### src/rtl/ipl_pkg.sv
// constants shared by the priority-level register slice
package ipl_pkg;

	// ------------------------------------------------------------
	// bus geometry
	// ------------------------------------------------------------
	localparam int ADR_W = 8;
	localparam int DAT_W = 32;
	localparam int SEL_W = 4;
	localparam int REG_W = 16;
	// register index; byte address is four times the index
	localparam logic [5:0] IDX_TMR_DEC0 = 6'h06;
	localparam logic [5:0] IDX_TMR_ABC = 6'h07;
	localparam logic [5:0] IDX_SER0_TMRA = 6'h08;
	localparam logic [5:0] IDX_PWM_CONV = 6'h09;

	// ------------------------------------------------------------
	// field layout and reset values
	// ------------------------------------------------------------
	localparam int NSRC = 25;
	localparam int CODE_W = 2;
	localparam int DEC0_W = 4;
	localparam logic [15:0] MASK_TMR_DEC0 = 16'h000f;
	localparam logic [15:0] MASK_SER0_TMRA = 16'hf3ff;
	localparam logic [15:0] MASK_FULL = 16'hffff;
	localparam logic [3:0] RST_TMR_DEC0 = 4'h0;
	localparam logic [15:0] RST_TMR_ABC = 16'h0000;
	localparam logic [15:0] RST_SER0_TMRA = 16'h0000;
	localparam logic [15:0] RST_PWM_CONV = 16'h0000;

	// ------------------------------------------------------------
	// priority codes
	// ------------------------------------------------------------
	localparam logic [1:0] CODE_OFF = 2'h0;
	localparam logic [1:0] CODE_LVL0 = 2'h1;
	localparam logic [1:0] CODE_LVL1 = 2'h2;
	localparam logic [1:0] CODE_LVL2 = 2'h3;

endpackage

### src/rtl/ipl_dec_if.sv
// carrier between the register file and the level decoder
`timescale 1ns/100ps
interface ipl_dec_if;
	import ipl_pkg::*;
	logic [NSRC*CODE_W-1:0] code;
	logic [NSRC-1:0] req;
	logic [NSRC-1:0] en;
	logic [NSRC-1:0] lvl0;
	logic [NSRC-1:0] lvl1;
	logic [NSRC-1:0] lvl2;

	modport regs (
		output code,
		output req,
		input en,
		input lvl0,
		input lvl1,
		input lvl2
	);

	modport dec (
		input code,
		input req,
		output en,
		output lvl0,
		output lvl1,
		output lvl2
	);
endinterface

### src/rtl/ipl_decode.sv
// per-source decode of 2-bit priority codes into level requests
`timescale 1ns/100ps
module ipl_decode
	import ipl_pkg::*;
(
	ipl_dec_if.dec dif
);

	// ------------------------------------------------------------
	// one decoder per source
	// ------------------------------------------------------------
	genvar i;
	generate
		for (i = 0; i < NSRC; i++) begin : g_src
			logic [1:0] c;
			assign c = dif.code[i*CODE_W +: CODE_W];
			// disabled code never reaches the arbiter
			assign dif.en[i] = (c != CODE_OFF);
			// only three levels exist; no code yields more
			assign dif.lvl0[i] = dif.req[i] & (c == CODE_LVL0);
			assign dif.lvl1[i] = dif.req[i] & (c == CODE_LVL1);
			assign dif.lvl2[i] = dif.req[i] & (c == CODE_LVL2);
		end
	endgenerate

endmodule // ipl_decode

### src/rtl/ipl_regs.sv
// priority-level register slice with wishbone slave and level outputs
`timescale 1ns/100ps

module ipl_regs
	import ipl_pkg::*;
(
	// clock and reset
	input wire logic clk_i,
	input wire logic rst_i,
	// wishbone slave
	input wire logic wb_cyc_i,
	input wire logic wb_stb_i,
	input wire logic wb_we_i,
	input wire logic [ADR_W-1:0] wb_adr_i,
	input wire logic [SEL_W-1:0] wb_sel_i,
	input wire logic [DAT_W-1:0] wb_dat_i,
	output logic [DAT_W-1:0] wb_dat_o,
	output logic wb_ack_o,
	// peripheral requests, bit order as the source list
	input wire logic [NSRC-1:0] src_req_i,
	// toward the arbitration logic
	output logic [NSRC-1:0] src_en_o,
	output logic [NSRC-1:0] lvl0_req_o,
	output logic [NSRC-1:0] lvl1_req_o,
	output logic [NSRC-1:0] lvl2_req_o,
	output logic [2:0] lvl_any_o
);

	// ------------------------------------------------------------
	// state
	// ------------------------------------------------------------
	typedef struct packed {
		logic [DEC0_W-1:0] tmr_dec0;
		logic [REG_W-1:0] tmr_abc;
		logic [REG_W-1:0] ser0_tmra;
		logic [REG_W-1:0] pwm_conv;
		logic ack;
		logic [REG_W-1:0] rdat;
		logic [NSRC-1:0] en;
		logic [NSRC-1:0] l0;
		logic [NSRC-1:0] l1;
		logic [NSRC-1:0] l2;
		logic [2:0] any;
	} ipl_state_s;

	ipl_state_s q_reg;
	ipl_state_s q_next;

	ipl_dec_if dif ();

	logic hit;
	logic aligned;
	logic [5:0] idx;
	logic [REG_W-1:0] rd_mux;
	logic [REG_W-1:0] dec0_merged;

	// ------------------------------------------------------------
	// source code vector
	// ------------------------------------------------------------
	// order low-first: decoder, timers, serial/timer A, pwm/conv
	assign dif.code = {
		q_reg.pwm_conv,
		q_reg.ser0_tmra[15:12],
		q_reg.ser0_tmra[9:0],
		q_reg.tmr_abc,
		q_reg.tmr_dec0
	};
	assign dif.req = src_req_i;

	ipl_decode u_decode (
		.dif(dif)
	);

	// ------------------------------------------------------------
	// bus decode
	// ------------------------------------------------------------
	// a strobe is taken once; the ack cycle masks the held request
	assign hit = wb_cyc_i & wb_stb_i & ~q_reg.ack;
	assign aligned = (wb_adr_i[1:0] == 2'h0);
	assign idx = wb_adr_i[ADR_W-1:2];

	// reserved and unmapped bits read zero
	always_comb begin
		rd_mux = '0;
		if (aligned) begin
			case (idx)
				IDX_TMR_DEC0: rd_mux = {12'h000, q_reg.tmr_dec0};
				IDX_TMR_ABC: rd_mux = q_reg.tmr_abc;
				IDX_SER0_TMRA: rd_mux = q_reg.ser0_tmra & MASK_SER0_TMRA;
				IDX_PWM_CONV: rd_mux = q_reg.pwm_conv;
				default: rd_mux = '0;
			endcase
		end
	end

	// byte-lane merge of a write, then strip unimplemented bits
	function automatic logic [REG_W-1:0] merge(
		input logic [REG_W-1:0] old,
		input logic [DAT_W-1:0] wd,
		input logic [SEL_W-1:0] sel,
		input logic [REG_W-1:0] mask
	);
		logic [REG_W-1:0] v;
		v = old;
		if (sel[0]) begin
			v[7:0] = wd[7:0];
		end
		if (sel[1]) begin
			v[15:8] = wd[15:8];
		end
		return v & mask;
	endfunction

	// merged apart so only its low nibble is kept in the state
	assign dec0_merged = merge({12'h000, q_reg.tmr_dec0}, wb_dat_i,
		wb_sel_i, MASK_TMR_DEC0);

	// ------------------------------------------------------------
	// next state
	// ------------------------------------------------------------
	always_comb begin
		q_next = q_reg;
		q_next.ack = 1'b0;
		if (hit) begin
			q_next.ack = 1'b1;
			// reads only capture; nothing else moves
			q_next.rdat = wb_we_i ? '0 : rd_mux;
			if (wb_we_i && aligned) begin
				case (idx)
					IDX_TMR_DEC0: begin
						q_next.tmr_dec0 = dec0_merged[DEC0_W-1:0];
					end
					IDX_TMR_ABC: begin
						q_next.tmr_abc = merge(q_reg.tmr_abc, wb_dat_i,
							wb_sel_i, MASK_FULL);
					end
					IDX_SER0_TMRA: begin
						// bits 11-10 stay zero whatever is written
						q_next.ser0_tmra = merge(q_reg.ser0_tmra, wb_dat_i,
							wb_sel_i, MASK_SER0_TMRA);
					end
					IDX_PWM_CONV: begin
						q_next.pwm_conv = merge(q_reg.pwm_conv, wb_dat_i,
							wb_sel_i, MASK_FULL);
					end
					default: begin
						// unmapped: acked, write dropped
						q_next.rdat = '0;
					end
				endcase
			end
		end
		// one register stage so outputs leave straight from flops
		q_next.en = dif.en;
		q_next.l0 = dif.lvl0;
		q_next.l1 = dif.lvl1;
		q_next.l2 = dif.lvl2;
		q_next.any = {|dif.lvl2, |dif.lvl1, |dif.lvl0};
	end

	// ------------------------------------------------------------
	// registers
	// ------------------------------------------------------------
	always_ff @(posedge clk_i) begin
		if (rst_i) begin
			q_reg <= '0;
			q_reg.tmr_dec0 <= RST_TMR_DEC0;
			q_reg.tmr_abc <= RST_TMR_ABC;
			q_reg.ser0_tmra <= RST_SER0_TMRA;
			q_reg.pwm_conv <= RST_PWM_CONV;
		end else begin
			q_reg <= q_next;
		end
	end

	// ------------------------------------------------------------
	// outputs
	// ------------------------------------------------------------
	assign wb_ack_o = q_reg.ack;
	assign wb_dat_o = {16'h0000, q_reg.rdat};
	assign src_en_o = q_reg.en;
	assign lvl0_req_o = q_reg.l0;
	assign lvl1_req_o = q_reg.l1;
	assign lvl2_req_o = q_reg.l2;
	assign lvl_any_o = q_reg.any;
endmodule // ipl_regs

### config.mk
export PLATFORM = sky130hd
export DESIGN_NAME = ipl_regs
export DESIGN_NICKNAME = d
export VERILOG_FILES = /design/src/rtl/ipl_pkg.sv /design/src/rtl/ipl_dec_if.sv /design/src/rtl/ipl_decode.sv /design/src/rtl/ipl_regs.sv
export SDC_FILE = /design/constraint.sdc
export NUM_CORES = 1
export LEC_CHECK = 0
export BUFFER_PORTS_ARGS = -buffer_cell sky130_fd_sc_hd__buf_2
export CAP_MARGIN = 30
export CORE_ASPECT_RATIO = 1.25
export CORE_UTILIZATION = 55
export DETAILED_ROUTE_END_ITERATION = 12
export GPL_TIMING_DRIVEN = 1
export PLACE_DENSITY = 0.84
export SYNTH_ARGS = -nofsm -noshare
export SYNTH_HDL_FRONTEND = slang
export SYNTH_HIERARCHICAL = 1
export SYNTH_SLANG_ARGS = --single-unit
### constraint.sdc
create_clock -name clk_i -period 2.6 [get_ports clk_i]
set_clock_uncertainty 0.05 [all_clocks]
set_input_delay 0 -clock clk_i [delete_from_list [all_inputs] [get_ports clk_i]]
set_output_delay 0 -clock clk_i [all_outputs]
set_load 0.005 [all_outputs]
==> impl_metrics.csv <==
group,metric,value,unit
grt,grt_max_degree,105,
routing,routed_wl,17600,um
routing,drt_iter0_drc,322,
yosys,synth_edf_count,0,
layout,syn2layout_area_growth,30.3,%
worst_setup_path,cp.required,2.85,ns
yosys,synth_seq_cells,170,
pwr,leakage,4.59,nW
worst_setup_path,end_kind,"flop",
placement,post-dp-hpwl,11700,um
routing,viasPerCell,5.46,
sta,tightest_slew,1.00,ns
yosys,synth.area.top_cells,"dfxtp_1 52%, mux2i_1 10%, nor2b_1 9.5%",
floorplan,die_h,125,um
layout,multi_input_area,3030,um^2
clocking,clkSlewWorstSetupHoldPaths,0.07,ns
yosys,yosysSeqAreaShare,51.5,%
floorplan,row_count,44,
yosys,avgSynthCellArea,10.7,um^2
status,status,"complete, no violations",
clocking,cts_resized,0,
clocking,cts_tree,"built",
sta,finalSetupTns,0,ns
sta,finalHoldViolCount,0,
clocking,cts.path.max_buffers,2,
pwr,p_per_area,612,nW/um^2
clocking,clkSinkCount,170,
pwr,p_total,5.27,mW
worst_setup_path,arrival,2.59,ns
yosys,synth_cell_types,35,
floorplan,io_pins,210,
clocking,cts.root.buffer_cell,"clkbuf_16",
yosys,synth_top_area_share,51.5,%
floorplan,initial_core_util,56.6,%
floorplan,die_w,100,um
sta,setup_slack,0.260,ns
grt,grt_pass1_vias,5227,
yosys,syn-cell-area,6610,um^2
floorplan,core_area,11700,um^2
grt,grt_pass1_wl,26300,um
sta,period_minus_slack,2.34,ns
placement,gp_congestion,0.870,
floorplan,die-area,12500,um^2
pwr,irDropWorstVdd,0.322,mV
routing,drc,0,
clocking,htreeDepth,4,
sta,clock.fmax,427,MHz
grt,overflow,0,
worst_setup_path,crit_fanout,8,
placement,pre_cts_slack,0.557,ns
routing,ant_nets,0,
clocking,postCtsSetupBuffers,0,
yosys,yosysWarnings,6,
yosys,synth_top_cell_by_area,"dfxtp_1",
layout,fillCellCount,819,
run,drv_cap,0,
yosys,yosys_most_used_dff,"dfxtp_1",
layout,seq_area,3400,um^2
sta,relSlewSlack,33.1,%
placement,io_buffers,175,
sta,drv_slew,0,
clocking,insertion_delay,0.42,ns
yosys,synthCells,618,
layout,nNetsFinal,912,
layout,n_antenna_cell,0,
sta,fin_crit_sh,90.0,%
sta,setup_viol,0,
worst_setup_path,cp-start-kind,"flop",
layout,drive_gt1_share,26.8,%
worst_setup_path,path_class,"reg -> reg",
clocking,cts-hold-fix-buffers,50,
sta,rsz0062_at_grt,"false",
hold_path,min_path_type,"in -> reg",
grt,antenna_found_initial,0,
routing,dr.pass1.iters,5,
grt,grt_util_all_layers,27.7,%
routing,vias,5521,
clocking,numCtsBuffers,17,
yosys,async_reset_ff_share,0,%
routing,wl_per_cell,17.4,um
==> logic make-up after synthesis <==
family | synth area share (%)
AO/OA/AOI/OAI | 4.60
other | 0.0568
AND/OR/NAND/NOR | 30.0
flip-flops | 51.5
multiplexers | 10.3
buffers and inverters | 3.52
==> registers in the layout (all words and copies together), names as in the netlist <==
| name | flops |
|---|---|
| dif.code | 50 |
| lvl0_req_o | 25 |
| lvl1_req_o | 25 |
| lvl2_req_o | 25 |
| lvl_any_o | 3 |
| src_en_o | 25 |
| wb_ack_o | 1 |
| wb_dat_o | 16 |
==> path summary, 6_finish.rpt <==
| kind | cells past startpoint | slack (ns) | from | end |
|---|---|---|---|---|
| worst max register to register | 5 | 0.26 | wb_ack_o | dif.code[10] |
| worst min register to register | 1 | 0.44 | wb_dat_o[14] | wb_dat_o[14] |
| worst max-delay path | 5 | 0.26 | wb_ack_o | dif.code[10] |
| worst min-delay path | 5 | 0.04 | wb_adr_i[1] | wb_dat_o[10] |
==> worst max-delay path: stages, from the launching register on <==
cell and delay [ns]:
dfxtp_1 0.33, and3b_1 0.45, nand4_2 0.47, mux2i_1 0.28
nor2_1 0.06, dlygate4sd3_1 0.58
==> stage by stage <==
stage,util [%],hold slack [ns],cell area (um^2),cells
2_1_floorplan,-,0.0939,6660,633
3_3_place_gp,64.4,0.207,7520,929
3_5_place_dp,64.5,0.223,7530,930
4_1_cts,73.7,0.0282,8610,1012
5_1_grt,73.7,0.0773,8610,1012
6_report,73.7,0.0430,8610,1012
==> synthesized netlist by cell type, types with 4 or more instances <==
cell type	count
a22o_2	6
nor3_1	5
nand2_1	7
o22ai_1	4
mux2i_1	68
nor4_1	15
dfxtp_1	170
nor2_1	53
and3b_1	52
buf_2	6
nor2b_1	100
and3_1	24
clkbuf_1	16
o2bb2ai_1	10
or2_1	25
and4bb_2	4
buf_4	17
a22o_1	8
==> per-layer routing <==
metal | vias up | part of all wire [%] | track usage, %
met4 | 0 | 4.0 | 15.7
met5 | - | 0 | 0
li1 | 2562 | - | -
met2 | 282 | 49 | 47.0
met1 | 2626 | 40 | 31.9
met3 | 51 | 6.9 | 6.00
==> power breakdown <==
part / internal, mW / leakage [nW] / switching [mW]
logic: 0.0960 / 2.95 / 0.120
clock network: 1.42 / 0.269 / 1.03
registers: 2.60 / 1.37 / 0.000796
total: 4.12 / 4.59 / 1.15
==> placed cells by master, fill, tap and decap left out, drive strengths merged, types with 16 or more instances in the layout <==
| master | count |
|---|---|
| mux2i | 68 |
| nor2 | 53 |
| conb | 16 |
| dfxtp | 170 |
| buf | 177 |
| clkbuf | 18 |
| or2 | 25 |
| nor2b | 100 |
| and3b | 52 |
| and3 | 25 |
| dlygate4sd3 | 50 |
==> area by class of cell <==
type | count | share of cell area (%)
Sequential cell | 170 | 39.5
Multi-Input combinational cell | 422 | 35.2
Timing Repair Buffer | 227 | 16.2
Clock buffer | 18 | 4.99
Tap cell | 161 | 2.34
Clock inverter | 14 | 1.72
No activity file was read; power rests on OpenSTA's default activity.
